==> config.mk <==
export PLATFORM = sky130hd
export DESIGN_NAME = dlca_ctrl
export DESIGN_NICKNAME = d
export VERILOG_FILES = /design/src/dlca_pkg.sv /design/src/dlca_ctrl.sv
export SDC_FILE = /design/constraint.sdc
export NUM_CORES = 2
export LEC_CHECK = 0
export ABC_AREA = 0
export BUFFER_PORTS_ARGS = -buffer_cell sky130_fd_sc_hd__buf_2
export CORE_ASPECT_RATIO = 2
export CORE_MARGIN = 8
export CORE_UTILIZATION = 44
export DETAILED_ROUTE_END_ITERATION = 7
export PLACE_DENSITY = 0.69
export SLEW_MARGIN = 5
export SYNTH_ARGS = -nofsm -noshare
export SYNTH_HDL_FRONTEND = slang
export SYNTH_SLANG_ARGS = --single-unit
==> constraint.sdc <==
create_clock -name clk_sys -period 2.8 [get_ports clk_sys]
set_input_delay 0.28 -clock clk_sys [delete_from_list [all_inputs] [get_ports clk_sys]]
set_output_delay 0.28 -clock clk_sys [all_outputs]
set_load 0.01 [all_outputs]
==> src/dlca_pkg.sv <==
// package: register map, field positions and types for the dac load, clear and alarm block
package dlca_pkg;
  localparam int unsigned NUM_DAC = 12;
  localparam int unsigned NUM_CH = 4;
  localparam int unsigned NUM_TEMP = 3;
  localparam int unsigned DW = 12;
  localparam int unsigned AW = 8;
  // register byte addresses
  localparam logic [7:0] ADDR_DAC_DATA0 = 8'h00; // 12 words, 0x00..0x2c
  localparam logic [7:0] ADDR_CLR_CODE0 = 8'h40; // 12 words, 0x40..0x6c
  localparam logic [7:0] ADDR_CH_HI0 = 8'h80; // 4 words
  localparam logic [7:0] ADDR_CH_LO0 = 8'h90; // 4 words
  localparam logic [7:0] ADDR_T_HI0 = 8'ha0; // 3 words
  localparam logic [7:0] ADDR_T_LO0 = 8'hb0; // 3 words
  localparam logic [7:0] ADDR_CFG0 = 8'hc0;
  localparam logic [7:0] ADDR_SYNC_SEL = 8'hc4;
  localparam logic [7:0] ADDR_HW_CLR0 = 8'hc8;
  localparam logic [7:0] ADDR_HW_CLR1 = 8'hcc;
  localparam logic [7:0] ADDR_SW_CLR = 8'hd0;
  localparam logic [7:0] ADDR_AUTO_SRC = 8'hd4;
  localparam logic [7:0] ADDR_AUTO_EN = 8'hd8;
  localparam logic [7:0] ADDR_ALARM_CTL = 8'hdc;
  localparam logic [7:0] ADDR_STATUS = 8'he0;
  // field positions
  localparam int unsigned CFG0_LOAD_BIT = 0; // write 1: load trigger, reads 0
  localparam int unsigned CFG0_GLOBAL_ALARM_FLAG_BIT = 1; // read only global alarm
  localparam int unsigned ALARM_CTL_HOLD_OFF_BIT = 0;
  localparam int unsigned AUTO_SRC_OVERTEMP_BIT = 2;
  localparam int unsigned AUTO_EN_LSB = 3; // bits 14:3
  // status: [3:0] channel, [4] overtemp, [7:5] upper temp, [10:8] lower temp
  localparam int unsigned ST_CH_LSB = 0;
  localparam int unsigned ST_OT_BIT = 4;
  localparam int unsigned ST_UP_LSB = 5;
  localparam int unsigned ST_LO_LSB = 8;
  localparam int unsigned NUM_ST = 11;
  // threshold reset values: full open window
  localparam logic [11:0] HI_RST = 12'hfff;
  localparam logic [11:0] LO_RST = 12'h000;
  localparam logic [11:0] ZERO_CODE = 12'h000;
  localparam logic [11:0] OVERTEMP_LIMIT_DEFAULT = 12'h960; // 150 C at 1/16 C per lsb

  typedef struct packed {
    logic wr;
    logic rd;
    logic [7:0] addr;
    logic [31:0] wdata;
  } dlca_bus_s;

  typedef struct packed {
    logic [NUM_CH-1:0][11:0] ch;
    logic [NUM_TEMP-1:0][11:0] temp;
    logic [11:0] die;
  } dlca_meas_s;
endpackage : dlca_pkg

==> src/dlca_ctrl.sv <==
// dac load and clear control with alarm window monitor and status register
`timescale 1ns/1ps
module dlca_ctrl #(
  parameter logic [11:0] OVERTEMP_LIMIT = dlca_pkg::OVERTEMP_LIMIT_DEFAULT
) (
  input wire logic clk_sys, // 50 mhz system clock
  input wire logic arst_n, // async reset, active low
  input wire dlca_pkg::dlca_bus_s bus, // register write/read request
  output logic [31:0] rdata, // read data, cycle after read strobe
  input wire logic clear_pin_first_n, // first clear pin, active low, async
  input wire logic clear_pin_second_n, // second clear pin, active low, async
  input wire dlca_pkg::dlca_meas_s meas, // conversion results, same clock
  input wire logic meas_valid, // one-cycle pulse: monitoring cycle done
  input wire logic local_sensor_pd, // local temp sensor powered down
  output logic [dlca_pkg::NUM_DAC-1:0][11:0] dac_latch, // latch contents
  output logic alarm_out, // alarm pin level, low = alarm
  output logic alarm_oe // open-drain enable, high drives low
);
  localparam int unsigned ND = dlca_pkg::NUM_DAC;
  localparam int unsigned NS = dlca_pkg::NUM_ST;

  logic [ND-1:0][11:0] data_r;
  logic [ND-1:0][11:0] clr_code_r;
  logic [ND-1:0][11:0] latch_r;
  logic [dlca_pkg::NUM_CH-1:0][11:0] ch_hi_r;
  logic [dlca_pkg::NUM_CH-1:0][11:0] ch_lo_r;
  logic [dlca_pkg::NUM_TEMP-1:0][11:0] t_hi_r;
  logic [dlca_pkg::NUM_TEMP-1:0][11:0] t_lo_r;
  logic [ND-1:0] sync_sel_r;
  logic [ND-1:0] hw_mask0_r;
  logic [ND-1:0] hw_mask1_r;
  logic [ND-1:0] sw_clr_r;
  logic [ND-1:0] auto_en_r;
  logic [NS-1:0] auto_src_r;
  logic hold_off_r;
  logic load_pulse_r;
  logic [ND-1:0] pend_r;
  logic [ND-1:0] in_clr_r;
  logic [NS-1:0] status_r;
  logic [1:0] clr0_sync_r;
  logic [1:0] clr1_sync_r;
  logic [31:0] rdata_r;
  logic [NS-1:0] cond_r;
  logic [NS-1:0] cond_nxt;
  logic [ND-1:0] clr_nxt;
  logic [ND-1:0] data_wr;
  logic status_rd;
  logic global_alarm_flag;
  logic auto_act;
  logic [NS-1:0] src_view;

  // two-flop synchronisers for the asynchronous clear pins
  always_ff @(posedge clk_sys or negedge arst_n) begin
    if (!arst_n) begin
      clr0_sync_r <= 2'h3;
      clr1_sync_r <= 2'h3;
    end else begin
      clr0_sync_r <= {clr0_sync_r[0], clear_pin_first_n};
      clr1_sync_r <= {clr1_sync_r[0], clear_pin_second_n};
    end
  end

  // per-dac data write strobe decode
  genvar gi;
  generate
    for (gi = 0; gi < ND; gi++) begin : g_wr
      assign data_wr[gi] = bus.wr && bus.addr == dlca_pkg::ADDR_DAC_DATA0 + 8'(4 * gi);
    end
  endgenerate
  assign status_rd = bus.rd && bus.addr == dlca_pkg::ADDR_STATUS;

  // configuration register writes
  always_ff @(posedge clk_sys or negedge arst_n) begin
    if (!arst_n) begin
      data_r <= '0;
      clr_code_r <= '0;
      ch_hi_r <= {dlca_pkg::NUM_CH{dlca_pkg::HI_RST}};
      ch_lo_r <= {dlca_pkg::NUM_CH{dlca_pkg::LO_RST}};
      t_hi_r <= {dlca_pkg::NUM_TEMP{dlca_pkg::HI_RST}};
      t_lo_r <= {dlca_pkg::NUM_TEMP{dlca_pkg::LO_RST}};
      sync_sel_r <= '0;
      hw_mask0_r <= '0;
      hw_mask1_r <= '0;
      sw_clr_r <= '0;
      auto_en_r <= '0;
      auto_src_r <= '0;
      hold_off_r <= 1'b0;
    end else if (bus.wr) begin
      for (int i = 0; i < ND; i++) begin
        if (data_wr[i]) data_r[i] <= bus.wdata[11:0];
        if (bus.addr == dlca_pkg::ADDR_CLR_CODE0 + 8'(4 * i)) clr_code_r[i] <= bus.wdata[11:0];
      end
      for (int i = 0; i < dlca_pkg::NUM_CH; i++) begin
        if (bus.addr == dlca_pkg::ADDR_CH_HI0 + 8'(4 * i)) ch_hi_r[i] <= bus.wdata[11:0];
        if (bus.addr == dlca_pkg::ADDR_CH_LO0 + 8'(4 * i)) ch_lo_r[i] <= bus.wdata[11:0];
      end
      for (int i = 0; i < dlca_pkg::NUM_TEMP; i++) begin
        if (bus.addr == dlca_pkg::ADDR_T_HI0 + 8'(4 * i)) t_hi_r[i] <= bus.wdata[11:0];
        if (bus.addr == dlca_pkg::ADDR_T_LO0 + 8'(4 * i)) t_lo_r[i] <= bus.wdata[11:0];
      end
      unique case (bus.addr)
        dlca_pkg::ADDR_SYNC_SEL: sync_sel_r <= bus.wdata[ND-1:0];
        dlca_pkg::ADDR_HW_CLR0: hw_mask0_r <= bus.wdata[ND-1:0];
        dlca_pkg::ADDR_HW_CLR1: hw_mask1_r <= bus.wdata[ND-1:0];
        dlca_pkg::ADDR_SW_CLR: sw_clr_r <= bus.wdata[ND-1:0];
        dlca_pkg::ADDR_AUTO_SRC: auto_src_r <= bus.wdata[NS-1:0];
        dlca_pkg::ADDR_AUTO_EN: auto_en_r <= bus.wdata[dlca_pkg::AUTO_EN_LSB +: ND];
        dlca_pkg::ADDR_ALARM_CTL: hold_off_r <= bus.wdata[dlca_pkg::ALARM_CTL_HOLD_OFF_BIT];
        default: ;
      endcase
    end
  end

  // load trigger: one cycle pulse, never stored as a readable bit
  always_ff @(posedge clk_sys or negedge arst_n) begin
    if (!arst_n) load_pulse_r <= 1'b0;
    else load_pulse_r <= bus.wr && bus.addr == dlca_pkg::ADDR_CFG0
                         && bus.wdata[dlca_pkg::CFG0_LOAD_BIT];
  end

  // alarm condition evaluation, combinational on the current measurements
  always_comb begin
    cond_nxt = '0;
    for (int i = 0; i < dlca_pkg::NUM_CH; i++) begin
      // an inverted window trips one side always, so the bit stays set
      cond_nxt[dlca_pkg::ST_CH_LSB + i] = meas.ch[i] > ch_hi_r[i] || meas.ch[i] < ch_lo_r[i];
    end
    cond_nxt[dlca_pkg::ST_OT_BIT] = !local_sensor_pd && meas.die > OVERTEMP_LIMIT;
    for (int i = 0; i < dlca_pkg::NUM_TEMP; i++) begin
      cond_nxt[dlca_pkg::ST_UP_LSB + i] = meas.temp[i] > t_hi_r[i];
      cond_nxt[dlca_pkg::ST_LO_LSB + i] = meas.temp[i] < t_lo_r[i];
    end
  end

  // condition register, refreshed once per monitoring cycle
  always_ff @(posedge clk_sys or negedge arst_n) begin
    if (!arst_n) cond_r <= '0;
    else if (meas_valid) cond_r <= cond_nxt;
  end

  // status bits: new event wins over a clearing status read
  always_ff @(posedge clk_sys or negedge arst_n) begin
    if (!arst_n) begin
      status_r <= '0;
    end else if (hold_off_r) begin
      if (meas_valid) status_r <= cond_nxt;
    end else begin
      status_r <= (status_rd ? '0 : status_r) | (meas_valid ? cond_nxt : '0);
    end
  end

  assign global_alarm_flag = |status_r;
  assign alarm_oe = global_alarm_flag;
  assign alarm_out = !global_alarm_flag;

  // auto-clear sources seen through the status bits; overtemp is source bit 2 but
  // status bit 4, so those two places swap, and it is muted while the sensor is down
  always_comb begin
    src_view = status_r;
    src_view[dlca_pkg::AUTO_SRC_OVERTEMP_BIT] = status_r[dlca_pkg::ST_OT_BIT]
                                                && !local_sensor_pd;
    src_view[dlca_pkg::ST_OT_BIT] = status_r[dlca_pkg::AUTO_SRC_OVERTEMP_BIT];
  end
  assign auto_act = |(auto_src_r & src_view);
  assign clr_nxt = (clr0_sync_r[1] ? '0 : hw_mask0_r)
                 | (clr1_sync_r[1] ? '0 : hw_mask1_r)
                 | sw_clr_r
                 | (auto_act ? auto_en_r : '0);

  always_ff @(posedge clk_sys or negedge arst_n) begin
    if (!arst_n) in_clr_r <= '0;
    else in_clr_r <= clr_nxt;
  end

  // latch update: clear has priority, then clear exit, then normal loads
  generate
    for (gi = 0; gi < ND; gi++) begin : g_latch
      always_ff @(posedge clk_sys or negedge arst_n) begin
        if (!arst_n) begin
          latch_r[gi] <= '0;
          pend_r[gi] <= 1'b0;
        end else begin
          if (clr_nxt[gi]) latch_r[gi] <= clr_code_r[gi];
          else if (in_clr_r[gi]) latch_r[gi] <= data_r[gi];
          else if (!sync_sel_r[gi] && data_wr[gi]) latch_r[gi] <= bus.wdata[11:0];
          else if (sync_sel_r[gi] && load_pulse_r && pend_r[gi])
            latch_r[gi] <= data_r[gi];
          // a data write in the trigger cycle stays pending for the next trigger
          if (sync_sel_r[gi] && data_wr[gi]) pend_r[gi] <= 1'b1;
          else if (load_pulse_r) pend_r[gi] <= 1'b0;
        end
      end
    end
  endgenerate
  assign dac_latch = latch_r;

  // read mux, data appear the cycle after the strobe; unmapped reads zero
  always_ff @(posedge clk_sys or negedge arst_n) begin
    if (!arst_n) begin
      rdata_r <= '0;
    end else begin
      rdata_r <= '0;
      if (bus.rd) begin
        for (int i = 0; i < ND; i++) begin
          if (bus.addr == dlca_pkg::ADDR_DAC_DATA0 + 8'(4 * i)) rdata_r <= {20'h0, latch_r[i]};
          if (bus.addr == dlca_pkg::ADDR_CLR_CODE0 + 8'(4 * i)) rdata_r <= {20'h0, clr_code_r[i]};
        end
        for (int i = 0; i < dlca_pkg::NUM_CH; i++) begin
          if (bus.addr == dlca_pkg::ADDR_CH_HI0 + 8'(4 * i)) rdata_r <= {20'h0, ch_hi_r[i]};
          if (bus.addr == dlca_pkg::ADDR_CH_LO0 + 8'(4 * i)) rdata_r <= {20'h0, ch_lo_r[i]};
        end
        for (int i = 0; i < dlca_pkg::NUM_TEMP; i++) begin
          if (bus.addr == dlca_pkg::ADDR_T_HI0 + 8'(4 * i)) rdata_r <= {20'h0, t_hi_r[i]};
          if (bus.addr == dlca_pkg::ADDR_T_LO0 + 8'(4 * i)) rdata_r <= {20'h0, t_lo_r[i]};
        end
        unique case (bus.addr)
          dlca_pkg::ADDR_CFG0: rdata_r <= {30'h0, global_alarm_flag, 1'b0};
          dlca_pkg::ADDR_SYNC_SEL: rdata_r <= {20'h0, sync_sel_r};
          dlca_pkg::ADDR_HW_CLR0: rdata_r <= {20'h0, hw_mask0_r};
          dlca_pkg::ADDR_HW_CLR1: rdata_r <= {20'h0, hw_mask1_r};
          dlca_pkg::ADDR_SW_CLR: rdata_r <= {20'h0, sw_clr_r};
          dlca_pkg::ADDR_AUTO_SRC: rdata_r <= {21'h0, auto_src_r};
          dlca_pkg::ADDR_AUTO_EN: rdata_r <= {17'h0, auto_en_r, 3'h0};
          dlca_pkg::ADDR_ALARM_CTL: rdata_r <= {31'h0, hold_off_r};
          dlca_pkg::ADDR_STATUS: rdata_r <= {21'h0, status_r};
          default: ;
        endcase
      end
    end
  end
  assign rdata = rdata_r;
endmodule : dlca_ctrl

==> key figures <==
CTS
  – H-Tree Depth: 3
  – Clock sinks: 727
  – Clock Path Buffers: 3
  – CTS tree: done
  – CTS Buf Count: 69
  – Clock Latency Late Sink: 0.67 ns
  – CTS root buffer: clkbuf_16
  – Clk slew on worst S/H paths: 0.07 ns

Critical path
  – CP Capture Point: rdata[2]
  – Reg2reg start: dac_latch[14]
  – CP startpoint: dac_latch[14]
  – Worst-case reg-to-reg path depth: 9
  – Family with the most delay on the worst path: compound AO/OA/AOI/OAI gates
  – Most frequent CP cell: buf_4
  – CP Depth: 9
  – Slowest stage delay, CP: 0.59 ns
  – WP buf/inv: 3
  – Arr. time, crit path: between 3 and 4 ns
  – Critical path class: register to register
  – CP startpoint kind: register
  – CP required: 3.31 ns
  – Reg2Reg Capture Point: rdata[2]
  – Slowest CP cell: o31ai_2
  – Flop2flop setup slack: 0.06 ns
  – CP cell instances: a21oi_1 -> o22ai_1 -> buf_4 -> o31ai_2 -> buf_4 -> o2111ai_1 -> o211ai_1 -> buf_4 -> a21oi_1
  – CP Max Fanout: 3
  – CP endpoint kind: register

Synthesis
  – Area contributors post-synth: dfrtp_1 (41%), mux2_2 (15%), dfstp_2 (5.9%)
  – Post-synth ARST share: 100%
  – Ys flop type: dfrtp_1
  – Cell Area, Synth: 38,900 µm²
  – Synth cell types: 78
  – Largest area contributor in the netlist: dfrtp_1
  – Post-synthesis sequential area ratio: 47.1%
  – Top-count cell post-synth: dfrtp_1
  – Synth cell count leaders: dfrtp_1 (639), mux2_2 (510), o21ai_0 (209), inv_1 (203), clkbuf_1 (196)
  – Yosys warns: 0
  – #FFs+latches synth: 727
  – EDFF count, synth: 0
  – Syn Inst Count: approximately 3,600
  – Avg Inst Size Synth: between 10 and 15 µm²
  – Area share of the largest cell type after synthesis: 41.1%

Power
  – Peak VDD IR: a little over 0.5 mV
  – Lkg Pwr: 23.1 nW
  – P per Cell Area: 612 nW/µm²

Placed design
  – Placed inst area: 44,600 µm²
  – Dpl hpwl: 134,000 µm
  – IO Port Bufs: 287
  – GP Congestion: ~1.1

Floorplan
  – Chip height: approximately 440 µm
  – Die area: 98,700 µm²
  – Core area: 87,900 µm²
  – Num rows: 154
  – Die width: 226 µm
  – I/O pin count: 322
  – Initial Util: between 40% and 50%

Layout
  – Area Growth Syn to Fin: 21.1%
  – Layout cells sized above 1: a little over a third
  – Cell area after layout: 47,100 µm²
  – Nets: 4,382
  – Util after Layout: a little over half

Timing
  – Period utilization: about 98%
  – Final Hold Viols: 0
  – Clk_skew: between 0.02 and 0.025 ns
  – Relative slew slack: 30.7%
  – Setup TNS Final: 0 ns
  – Slew @ Worst Pin: 1.04 ns
  – Final Setup Violations: 0
  – Slew Limit Fails: 0
  – Tmin final: 2.74 ns
  – RSZ-0062 raised after global routing: no
  – Fmax: 365 MHz

Route
  – Via count: between 30,000 and 40,000
  – ANT nets after route: 0
  – Initial drt markers: between 3,000 and 4,000
  – First-pass DRT Iterations: 8
  – Final Routed Wirelength: 176,000 µm
  – Via/cell ratio: 6.29
  – WL per Instance: about 33 µm
  – DRC Markers: 3

Min path
  – Hold Crit Class: input pin to register

Global route
  – Vias in the first global route: about 34,000
  – Gr usage total: a little over a third
  – First-pass GRT wire length: 248,000 µm
  – Gr ovfl total: 0
  – Initial antenna violation count: 9
  – Largest net degree at the start of global routing: 95

Outcome
  – Outcome: finished, violations left
  – Failing checks: design-rule violations

Run
  – Max-cap violations: 0
## worst min-delay path, delay by kind of cell
family          cells  cell delay [ns]
buf+inv             2             0.32
compound gates      1             0.08
## layout by cell type, fill, tap and decap left out, types with 108 or more instances in the layout
cell type    n
inv_1      202
buf_2      286
a22oi_1    124
nor2_1     153
dfrtp_1    639
ha_1       161
nand2_1    190
mux2_2     510
buf_4      381
o21ai_0    208
mux2i_1    159
a21o_1     108
## kinds of logic (layout without fill, tap and decap cells)
group                    count (synthesis)  count (layout)  synth area share [%]
AO/OA/AOI/OAI                          910             910                  16.1
adder cells (fa/ha/maj)                161             161                  5.18
buffers and inverters                  498            1055                  5.21
flip-flops                             727             727                  47.1
multiplexers                           675             675                  19.0
other                                    1              22               0.00965
AND/OR/NAND/NOR                        584             584                  7.43
## where the power goes
part	switching, mW	internal (mW)
combinational	3.15	2.31
sequential	1.69	11.6
clock	4.48	5.55
total	9.31	19.5
## worst min path at each step
stage,cells past startpoint,startpoint,endpoint
after CTS,3,bus[40],rdata[11]
final,3,bus[40],rdata[11]
after global placement,1,arst_n,hw_mask0_r[4]
after detailed placement,1,arst_n,hw_mask0_r[4]
after floorplan,0,arst_n,auto_en_r[0]
after global routing,3,bus[40],rdata[11]
## sequential cells by signal, summed over array words and instances (netlist names)
register,cells
auto_src_r,11
in_clr_r,12
rdata,15
sync_sel_r,12
hw_mask0_r,12
status_r,11
t_hi_r,36
load_pulse_r,1
sw_clr_r,12
ch_hi_r,48
clr_code_r,144
clr0_sync_r,2
hw_mask1_r,12
t_lo_r,36
auto_en_r,12
pend_r,12
hold_off_r,1
dac_latch,144
clr1_sync_r,2
ch_lo_r,48
data_r,144
## area by class of cell
| type | instances | area, µm² |
|---|---|---|
| Sequential cell | 727 | 18300 |
| Antenna cell | 5 | 12.5 |
| Clock buffer | 94 | 1970 |
| Tap cell | 1170 | 1460 |
| Timing Repair Buffer | 729 | 5450 |
| Clock inverter | 29 | 358 |
| Fill cell | 7964 | 40800 |
| Inverter | 203 | 762 |
| Multi-Input combinational cell | 2347 | 18800 |
## layer usage
metal  vias to the layer above  track usage [%]  part of all wire [%]
li1                      14100                -                     -
met5                         -                0                 0.014
met3                       702             6.98                   6.8
met1                     16800             35.7                    33
met4                         4             36.6                    13
met2                      1772             58.2                    47
## stage by stage
stage | setup slack, ns | instances | hold WS (ns) | power [mW]
floorplan | 0.203 | 3572 | -0.0156 | 15.3
global placement | -0.884 | 5168 | 0.248 | 18.7
detailed placement | -0.589 | 5168 | 0.250 | 18.8
CTS | 0.00917 | 5299 | 0.0301 | 28.8
global route | 0.000677 | 5300 | 0.0645 | 29.7
finish | 0.0570 | 5304 | 0.0656 | 28.8
## repair_timing
item / CTS / global route
pin swaps: 0 / 0
endpoints found under the setup margin: 2 / 63
hold buffers: 8 / 0
hold endpoints to repair: 151 / 0
resized for setup: 3 / 9
buffers inserted: 0 / 0
Note: power is estimated with default switching activity, not from simulation.
